[config.mk]
export PLATFORM = sky130hd
export DESIGN_NAME = kwdt_top
export DESIGN_NICKNAME = d
export VERILOG_FILES = /design/src/design/kwdt_pkg.sv /design/src/design/kwdt_pin_sync.sv /design/src/design/kwdt_top.sv
export SDC_FILE = /design/constraint.sdc
export NUM_CORES = 1
export LEC_CHECK = 0
export BUFFER_PORTS_ARGS = -buffer_cell sky130_fd_sc_hd__buf_2
export CAP_MARGIN = 20
export CORE_ASPECT_RATIO = 0.6
export CORE_MARGIN = 2
export CORE_UTILIZATION = 47
export DETAILED_ROUTE_END_ITERATION = 10
export PLACE_DENSITY_LB_ADDON = 0.25
export SLEW_MARGIN = 25
export SYNTH_ARGS = -nofsm -noshare
export SYNTH_HDL_FRONTEND = slang
export SYNTH_HIERARCHICAL = 1
export SYNTH_SLANG_ARGS = --single-unit
[constraint.sdc]
create_clock -name sys_clk -period 4.15 [get_ports sys_clk]
set_clock_uncertainty 0.2 [all_clocks]
set_input_delay 1.0375 -clock sys_clk [delete_from_list [all_inputs] [get_ports sys_clk]]
set_output_delay 1.0375 -clock sys_clk [all_outputs]
set_load 0.03 [all_outputs]
[src/design/kwdt_pkg.sv]
// constants shared by the keyed watchdog timer
package kwdt_pkg;
  localparam int unsigned SYS_CLK_HZ   = 100_000_000;
  localparam int unsigned LOW_SPEED_RC_OSCILLATOR_HZ      = 32_000;
  localparam int unsigned LOW_SPEED_RC_OSCILLATOR_DIV     = SYS_CLK_HZ / LOW_SPEED_RC_OSCILLATOR_HZ;
  localparam int unsigned KEY_TICKS    = 2;
  localparam int unsigned MIN_SHIFT    = 8;
  localparam int unsigned CNT_W        = 16;

  // register byte offsets
  localparam logic [7:0] OFS_WDT_CTRL  = 8'h00;
  localparam logic [7:0] OFS_MODE_ONE  = 8'h04;
  localparam logic [7:0] OFS_STATUS    = 8'h08;
  localparam logic [7:0] OFS_INT_STAT  = 8'h0c;
  localparam logic [7:0] OFS_INT_MASK  = 8'h10;
  localparam logic [7:0] OFS_COUNT     = 8'h14;

  // watchdog_control layout and reset
  localparam logic [7:0] WDT_CTRL_POR  = 8'h53;
  localparam int unsigned KEY_LSB      = 3;
  localparam logic [4:0] KEY_ENABLE    = 5'h0a;
  localparam logic [4:0] KEY_DISABLE   = 5'h15;

  // mode_control_one bit positions
  localparam int unsigned M1_SYSCLK    = 7;
  localparam int unsigned M1_PINCFG    = 3;
  localparam int unsigned M1_LOWV      = 2;
  localparam int unsigned M1_KEYRST    = 0;

  // interrupt bit positions
  localparam int unsigned IRQ_TIMEOUT  = 0;
  localparam int unsigned IRQ_KEYRST   = 1;

  localparam logic [1:0] RESP_OKAY     = 2'h0;
  localparam logic [1:0] RESP_SLVERR   = 2'h2;
endpackage

[src/design/kwdt_pin_sync.sv]
// three-stage pin synchroniser that changes once stages two and three agree
`timescale 1ns/1ps
module kwdt_pin_sync #(
  parameter logic RESET_LEVEL = 1'b1
) (
  input  wire logic sys_clk,
  input  wire logic reset,
  input  wire logic pin,
  output logic      level
);
  logic [2:0] stage;

  always_ff @(posedge sys_clk or posedge reset)
  begin
    if (reset)
    begin
      stage <= {3{RESET_LEVEL}};
      level <= RESET_LEVEL;
    end
    else
    begin
      stage <= {stage[1:0], pin};
      if (stage[1] == stage[2])
      begin
        level <= stage[2];
      end
    end
  end
endmodule

[src/design/kwdt_top.sv]
// keyed watchdog timer with axi4-lite register access
// How it works
// - counter advances by one on every low-speed oscillator tick, with no prescaler
// - timeout select codes 0 to 7 give 2^8 to 2^15 oscillator periods
// - key 01010 enables the watchdog, key 10101 disables it
// - any other key resets the device after two to three oscillator cycles
// - key reset sets the key-reset flag; only software write clears it
// - overflow in normal operation gives full reset and sets timeout flag
// - overflow while sleeping or idle sets timeout flag, resets only pc and sp
// - counter cleared by bad key, reset pin low, clear instruction or halt
// - unimplemented mode register bits 6 to 4 and 1 read as zero
// - halt with watchdog enabled clears it and counting resumes
//
// The register offsets and register access over AXI4-Lite were chosen for this implementation.
`timescale 1ns/1ps
module kwdt_top
  import kwdt_pkg::*;
#(
  parameter int unsigned DIV_CYCLES = kwdt_pkg::LOW_SPEED_RC_OSCILLATOR_DIV
) (
  input  wire logic        sys_clk,
  input  wire logic        reset,
  input  wire logic        reset_pin_n,
  input  wire logic        clear_watchdog_instruction,
  input  wire logic        halt_instr,
  input  wire logic        sleep_idle,
  output logic             device_reset,
  output logic             pc_sp_reset,
  output logic             irq,
  input  wire logic [7:0]  s_awaddr,
  input  wire logic        s_awvalid,
  output logic             s_awready,
  input  wire logic [31:0] s_wdata,
  input  wire logic [3:0]  s_wstrb,
  input  wire logic        s_wvalid,
  output logic             s_wready,
  output logic [1:0]       s_bresp,
  output logic             s_bvalid,
  input  wire logic        s_bready,
  input  wire logic [7:0]  s_araddr,
  input  wire logic        s_arvalid,
  output logic             s_arready,
  output logic [31:0]      s_rdata,
  output logic [1:0]       s_rresp,
  output logic             s_rvalid,
  input  wire logic        s_rready
);
  import kwdt_pkg::*;

  logic [7:0]       watchdog_control;
  logic             idle_sysclk_keep;
  logic             pin_config_reset_flag;
  logic             low_voltage_reset_flag;
  logic             key_reset_flag;
  logic             timeout_status_flag;
  logic [1:0]       int_status;
  logic [1:0]       int_mask;
  logic [CNT_W-1:0] count;
  logic [31:0]      div_cnt;
  logic             low_speed_rc_oscillator_tick;
  logic [1:0]       key_ticks;
  logic             pin_level;
  logic [7:0]       aw_addr;
  logic             aw_held;
  logic [31:0]      w_data;
  logic [3:0]       w_strb;
  logic             w_held;

  logic [4:0] key;
  logic       wdt_enabled;
  logic       key_bad;
  logic       key_fire;
  logic       overflow;
  logic       clear_cnt;
  logic       wr_fire;
  logic       wr_ctrl;
  logic       wr_mode;
  logic       wr_istat;
  logic       wr_imask;
  logic       wr_known;

  function automatic logic [CNT_W-1:0] overflow_limit(input logic [2:0] sel);
    logic [CNT_W-1:0] one;
    one = {{(CNT_W-1){1'b0}}, 1'b1};
    overflow_limit = (one << (MIN_SHIFT + 32'(sel))) - one;
  endfunction

  assign key         = watchdog_control[7:KEY_LSB];
  assign wdt_enabled = (key == KEY_ENABLE);
  assign key_bad     = (key != KEY_ENABLE) && (key != KEY_DISABLE);
  // fires on the third tick after the key went bad, two to three oscillator periods later
  assign key_fire    = key_bad && low_speed_rc_oscillator_tick && (key_ticks == 2'(KEY_TICKS));
  // at or past the limit, so a smaller select written mid-count still ends the period
  assign overflow    = wdt_enabled && low_speed_rc_oscillator_tick
                       && (count >= overflow_limit(watchdog_control[2:0]));
  assign clear_cnt   = key_bad || !pin_level || clear_watchdog_instruction || halt_instr;

  assign wr_fire  = aw_held && w_held && !s_bvalid;
  assign wr_ctrl  = wr_fire && w_strb[0] && (aw_addr == OFS_WDT_CTRL);
  assign wr_mode  = wr_fire && w_strb[0] && (aw_addr == OFS_MODE_ONE);
  assign wr_istat = wr_fire && w_strb[0] && (aw_addr == OFS_INT_STAT);
  assign wr_imask = wr_fire && w_strb[0] && (aw_addr == OFS_INT_MASK);
  assign wr_known = (aw_addr == OFS_WDT_CTRL) || (aw_addr == OFS_MODE_ONE) || (aw_addr == OFS_STATUS)
                    || (aw_addr == OFS_INT_STAT) || (aw_addr == OFS_INT_MASK) || (aw_addr == OFS_COUNT);

  kwdt_pin_sync #(
    .RESET_LEVEL (1'b1)
  ) u_pin_sync (
    .sys_clk (sys_clk),
    .reset   (reset),
    .pin     (reset_pin_n),
    .level   (pin_level)
  );

  // low-speed oscillator tick from the system clock
  always_ff @(posedge sys_clk or posedge reset)
  begin
    if (reset)
    begin
      div_cnt   <= 32'h0;
      low_speed_rc_oscillator_tick <= 1'b0;
    end
    else if (div_cnt == DIV_CYCLES - 1)
    begin
      div_cnt   <= 32'h0;
      low_speed_rc_oscillator_tick <= 1'b1;
    end
    else
    begin
      div_cnt   <= div_cnt + 32'h1;
      low_speed_rc_oscillator_tick <= 1'b0;
    end
  end

  // watchdog count, restarts from zero on every clear and on overflow
  always_ff @(posedge sys_clk or posedge reset)
  begin
    if (reset)
    begin
      count <= '0;
    end
    else if (clear_cnt || overflow)
    begin
      count <= '0;
    end
    else if (wdt_enabled && low_speed_rc_oscillator_tick)
    begin
      count <= count + {{(CNT_W-1){1'b0}}, 1'b1};
    end
  end

  // debounce of a bad key over oscillator ticks
  always_ff @(posedge sys_clk or posedge reset)
  begin
    if (reset)
    begin
      key_ticks <= 2'h0;
    end
    else if (!key_bad || key_fire)
    begin
      key_ticks <= 2'h0;
    end
    else if (low_speed_rc_oscillator_tick)
    begin
      key_ticks <= key_ticks + 2'h1;
    end
  end

  // reset outputs
  always_ff @(posedge sys_clk or posedge reset)
  begin
    if (reset)
    begin
      device_reset <= 1'b0;
      pc_sp_reset  <= 1'b0;
    end
    else
    begin
      device_reset <= key_fire || (overflow && !sleep_idle);
      pc_sp_reset  <= overflow && sleep_idle && !key_fire;
    end
  end

  // watchdog_control, restored to its reset value by a key reset
  always_ff @(posedge sys_clk or posedge reset)
  begin
    if (reset)
    begin
      watchdog_control <= WDT_CTRL_POR;
    end
    else if (key_fire)
    begin
      watchdog_control <= WDT_CTRL_POR;
    end
    else if (wr_ctrl)
    begin
      watchdog_control <= w_data[7:0];
    end
  end

  // mode_control_one: key_reset_flag is set by a key reset; the flags are cleared only by writing zero
  always_ff @(posedge sys_clk or posedge reset)
  begin
    if (reset)
    begin
      idle_sysclk_keep       <= 1'b0;
      pin_config_reset_flag  <= 1'b0;
      low_voltage_reset_flag <= 1'b0;
      key_reset_flag         <= 1'b0;
    end
    else
    begin
      if (wr_mode)
      begin
        idle_sysclk_keep <= w_data[M1_SYSCLK];
        if (!w_data[M1_PINCFG])
        begin
          pin_config_reset_flag <= 1'b0;
        end
        if (!w_data[M1_LOWV])
        begin
          low_voltage_reset_flag <= 1'b0;
        end
      end
      if (key_fire)
      begin
        key_reset_flag <= 1'b1;
      end
      else if (wr_mode && !w_data[M1_KEYRST])
      begin
        key_reset_flag <= 1'b0;
      end
    end
  end

  // timeout flag, cleared by clear instruction or halt unless set again
  always_ff @(posedge sys_clk or posedge reset)
  begin
    if (reset)
    begin
      timeout_status_flag <= 1'b0;
    end
    else if (overflow)
    begin
      timeout_status_flag <= 1'b1;
    end
    else if (clear_watchdog_instruction || halt_instr)
    begin
      timeout_status_flag <= 1'b0;
    end
  end

  // interrupt status (write one to clear, set wins) and mask
  always_ff @(posedge sys_clk or posedge reset)
  begin
    if (reset)
    begin
      int_status <= 2'h0;
      int_mask   <= 2'h0;
      irq        <= 1'b0;
    end
    else
    begin
      int_status[IRQ_TIMEOUT] <= overflow
                                 || (int_status[IRQ_TIMEOUT] && !(wr_istat && w_data[IRQ_TIMEOUT]));
      int_status[IRQ_KEYRST]  <= key_fire
                                 || (int_status[IRQ_KEYRST] && !(wr_istat && w_data[IRQ_KEYRST]));
      if (wr_imask)
      begin
        int_mask <= w_data[1:0];
      end
      irq <= |(int_status & int_mask);
    end
  end

  // axi4-lite write channel
  always_ff @(posedge sys_clk or posedge reset)
  begin
    if (reset)
    begin
      s_awready <= 1'b0;
      s_wready  <= 1'b0;
      aw_held   <= 1'b0;
      w_held    <= 1'b0;
      aw_addr   <= 8'h0;
      w_data    <= 32'h0;
      w_strb    <= 4'h0;
      s_bvalid  <= 1'b0;
      s_bresp   <= RESP_OKAY;
    end
    else
    begin
      if (s_awvalid && s_awready)
      begin
        aw_addr   <= {s_awaddr[7:2], 2'b00};
        aw_held   <= 1'b1;
        s_awready <= 1'b0;
      end
      else if (!aw_held && !s_bvalid)
      begin
        s_awready <= 1'b1;
      end
      if (s_wvalid && s_wready)
      begin
        w_data   <= s_wdata;
        w_strb   <= s_wstrb;
        w_held   <= 1'b1;
        s_wready <= 1'b0;
      end
      else if (!w_held && !s_bvalid)
      begin
        s_wready <= 1'b1;
      end
      if (wr_fire)
      begin
        aw_held  <= 1'b0;
        w_held   <= 1'b0;
        s_bvalid <= 1'b1;
        s_bresp  <= wr_known ? RESP_OKAY : RESP_SLVERR;
      end
      else if (s_bvalid && s_bready)
      begin
        s_bvalid <= 1'b0;
      end
    end
  end

  // axi4-lite read channel, data one cycle after the address is taken
  always_ff @(posedge sys_clk or posedge reset)
  begin
    if (reset)
    begin
      s_arready <= 1'b0;
      s_rvalid  <= 1'b0;
      s_rdata   <= 32'h0;
      s_rresp   <= RESP_OKAY;
    end
    else if (s_arvalid && s_arready)
    begin
      s_arready <= 1'b0;
      s_rvalid  <= 1'b1;
      s_rresp   <= RESP_OKAY;
      if (s_araddr[7:2] == OFS_WDT_CTRL[7:2])
      begin
        s_rdata <= {24'h0, watchdog_control};
      end
      else if (s_araddr[7:2] == OFS_MODE_ONE[7:2])
      begin
        s_rdata <= {24'h0, idle_sysclk_keep, 3'b000, pin_config_reset_flag,
                    low_voltage_reset_flag, 1'b0, key_reset_flag};
      end
      else if (s_araddr[7:2] == OFS_STATUS[7:2])
      begin
        s_rdata <= {29'h0, key_bad, wdt_enabled, timeout_status_flag};
      end
      else if (s_araddr[7:2] == OFS_INT_STAT[7:2])
      begin
        s_rdata <= {30'h0, int_status};
      end
      else if (s_araddr[7:2] == OFS_INT_MASK[7:2])
      begin
        s_rdata <= {30'h0, int_mask};
      end
      else if (s_araddr[7:2] == OFS_COUNT[7:2])
      begin
        s_rdata <= {{(32-CNT_W){1'b0}}, count};
      end
      else
      begin
        s_rdata <= 32'h0;
        s_rresp <= RESP_SLVERR;
      end
    end
    else if (s_rvalid && s_rready)
    begin
      s_rvalid <= 1'b0;
    end
    else if (!s_rvalid)
    begin
      s_arready <= 1'b1;
    end
  end
endmodule

==> summary.md <==
| Metric | Value |
|---|---|
| Layout cell share with drive strength beyond 1 | 0.224 |
| Synth area leaders | dfrtp_1 (48%), mux2_2 (3.9%), dfstp_2 (3.8%), xor2_1 (3.8%), nand2_1 (3.6%) |
| Highest Clock Rate | 0.325 GHz |
| Startpoint types | flop |
| Crit path time final | 3080 ps |
| Longest Clk Path Bufs | 2 |
| First-pass GRT wire length | 20.2 mm |
| Largest net degree at the start of global routing | 68 |
| List of most frequent post-synthesis cells | dfrtp_1 (105), nand2_1 (53), nor2_1 (36), o21ai_0 (26) |
| Final setup violation count | 0 |
| Combinational share of power | 0.137 |
| Worst-Margin Slew | 1020 ps |
| Post-synth EDFFs | 0 |
| Full die area | 0.0126 mm2 |
| Hold Path Sink | u_pin_sync/stage[1] |
| Number of buffers created by CTS | 17 |
| DR vias | 4020 |
| Routed wire length | 12.2 mm |
| Syn. warnings | 6 |
| Critical Path RT | 4180 ps |
| R2R cell count | 7 |
| Ratio of final minimum period to clock period | 0.742 |
| PnR Total Power | 3.42 mW |
| Sw Share | 0.269 |
| Max-cap viol count | 0 |
| R2r startpoint | watchdog_control[1] |
| CTS clk-pin slew, worst paths | 50 ps |
| Initial Util | 0.484 |
| Initial antenna violation count | 0 |
| Tot GR Track Use | 0.211 |
| H-Tree Depth | 4 |
| Hold depth | 0 |
| Run status | complete, no violations |
| CTS resizes | 0 |
| RR Endpoint | count[8] |
| Die H | 87.7 um |
| Crit Path Category | reg2reg |
| Synth Flop Type | dfrtp_1 |
| Placer Congestion | 0.826 |
| Leakage | 3.01 nW |
| Final net count | 650 |
| Initial DRC count | 288 |
| Post-route antenna net violation count | 0 |
| RSZ-0062 raised after global routing | no |
| Synthesis-to-layout area growth | 18.0% |
| Area leader, netlist | dfrtp_1 |
| Peak supply drop | 0.000247 V |
| Internal | 2.50 mW |
| Clk Latency, worst-skew pair | 410 ps |
| Psw | 0.920 mW |
| Relative slew slack | 0.320 |
| Avg Inst Size Synth | 10.6 um2 |
| Fin. max-slew vios | 0 |
| Row count | 30 |
| Root Buffer | clkbuf_16 |
| Synth Instances | 517 |
| Die width | 143 um |
| Gr ovfl total | 0 |
| Vias in the first global route | 3819 |
| HP Start | u_pin_sync/stage[0] |
| CTS tree | yes |
| Drt first pass iters | 5 |
| Postcts setup bufs | 0 |
| Count leader, synth | dfrtp_1 |
| Asr flop ratio synth | 1.00 |
| CP endpoint kind | flop |
| Synth unique cells | 60 |
| Sequential share of power | 0.415 |
| Flip-flop and latch count after synthesis | 113 |
| Detail-routed via count per cell | 5.39 |
| Maximum fanout along the worst path | 18 |
| Min-delay worst type | reg2reg |
| WP data arrival | 3110 ps |
| CTS Sinks | 113 |
| Clock share of power | 0.448 |
| Yosys top cell area share | 0.479 |
| Setup TNS | 0 ps |
| Routed len/inst | 16.3 um |
| Seq/Total Area, Yosys | 0.517 |
| IO buf count | 57 |
| Pwr/cell area | 529 mW/mm2 |
| Inserted Diodes | 0 |
| Worst R2R Setup Slack | 1070 ps |
| Hpwl dp | 8.56 mm |
| Hold Fails Final Rpt | 0 |
| Io pins | 107 |
| Core outline area | 0.0113 mm2 |
| # DRC | 0 |
| Cts hold-fix bufs | 0 |
| Syn Std Cell Area | 0.00549 mm2 |
==> final cells by class <==
cell class / count / area [um2]
fillers: 973 / 4860
flip-flops and latches: 113 / 2840
multi-input cells: 369 / 2440
clock buffers: 20 / 467
repair buffers: 59 / 313
well taps: 160 / 200
clock inverters: 10 / 159
inverters: 15 / 58.8
==> power by group through the flow <==
stage / sequential, mW / combinational [mW] / clock [mW]
after floorplan: 1.45 / 0.324 / 0
after global placement: 1.43 / 0.460 / 0
after detailed placement: 1.44 / 0.473 / 0
after CTS: 1.42 / 0.475 / 1.56
after global routing: 1.45 / 0.524 / 1.61
final: 1.42 / 0.469 / 1.53
==> kinds of logic (layout without fill, tap and decap cells) <==
kind of cell,after synthesis,count (layout),share of synthesized area
buffers and inverters,52,104,0.0499
AOI/OAI and AO/OA,75,75,0.0912
DFF,113,113,0.517
and+or+nand+nor,189,189,0.180
other,2,19,0.00137
xor gates and xnor gates,40,40,0.0639
muxes,33,33,0.0668
adders and majority gates,13,13,0.0294
==> critical path: stages (launching register included) <==
cell       delay, ps
dfstp_2          620
a21oi_1          100
ha_1             280
nand2_1           60
nor4_1           340
o2111ai_1        250
a21oi_2          850
nor3_1           180
==> sequential cells by signal, indices dropped and copies added, names as in the netlist, 2 cells and up <==
signal	flops
u_pin_sync/stage	3
key_ticks	2
div_cnt	32
count	16
watchdog_control	8
s_rdata	16
int_mask	2
int_status	2
w_data	8
aw_addr	6
==> metal layers <==
metal,part of all wire,track usage
met1,0.53,0.333
met2,0.40,0.282
met3,0.062,0.0437
met4,0.012,0.0820
met5,0,0
==> worst max-delay path by stage <==
stage                   startpoint  slack [ps]           to  cells past startpoint
2_1_floorplan                reset          50   aw_addr[2]                      1
3_3_place_gp   watchdog_control[1]        1230  pc_sp_reset                      7
3_5_place_dp           s_araddr[5]        1150   s_rdata[3]                      5
4_1_cts        watchdog_control[1]        1130     count[8]                      7
5_1_grt        watchdog_control[1]         840     count[8]                      7
6_report       watchdog_control[1]        1070     count[8]                      7
==> placed cells by master, fill, tap and decap left out, types with 5 or more instances in the layout <==
cell type and instances:
a21o_1 7, a21oi_1 10, a22oi_1 5, and3_1 12
buf_2 57, clkbuf_16 17, conb_1 19, dfrtp_1 105
dfstp_2 8, ha_1 12, inv_1 14, mux2_2 19
mux2i_1 13, nand2_1 53, nand3_1 24, nand4_1 8
nor2_1 36, nor3_1 17, nor4_1 8, o21ai_0 26
o31ai_1 6, xnor2_1 16, xor2_1 24
==> through the flow <==
stage	utilization	cells	worst slack [ps]	area, um2	hold slack (ps)
final	0.571	746	1070	6470	147
after global routing	0.571	746	836	6470	156
after CTS	0.571	746	1130	6470	150
after detailed placement	0.516	716	1150	5850	147
after global placement	0.516	716	1230	5850	145
after floorplan	-	534	45.2	5550	145
Power figures use the tool's default switching activity.
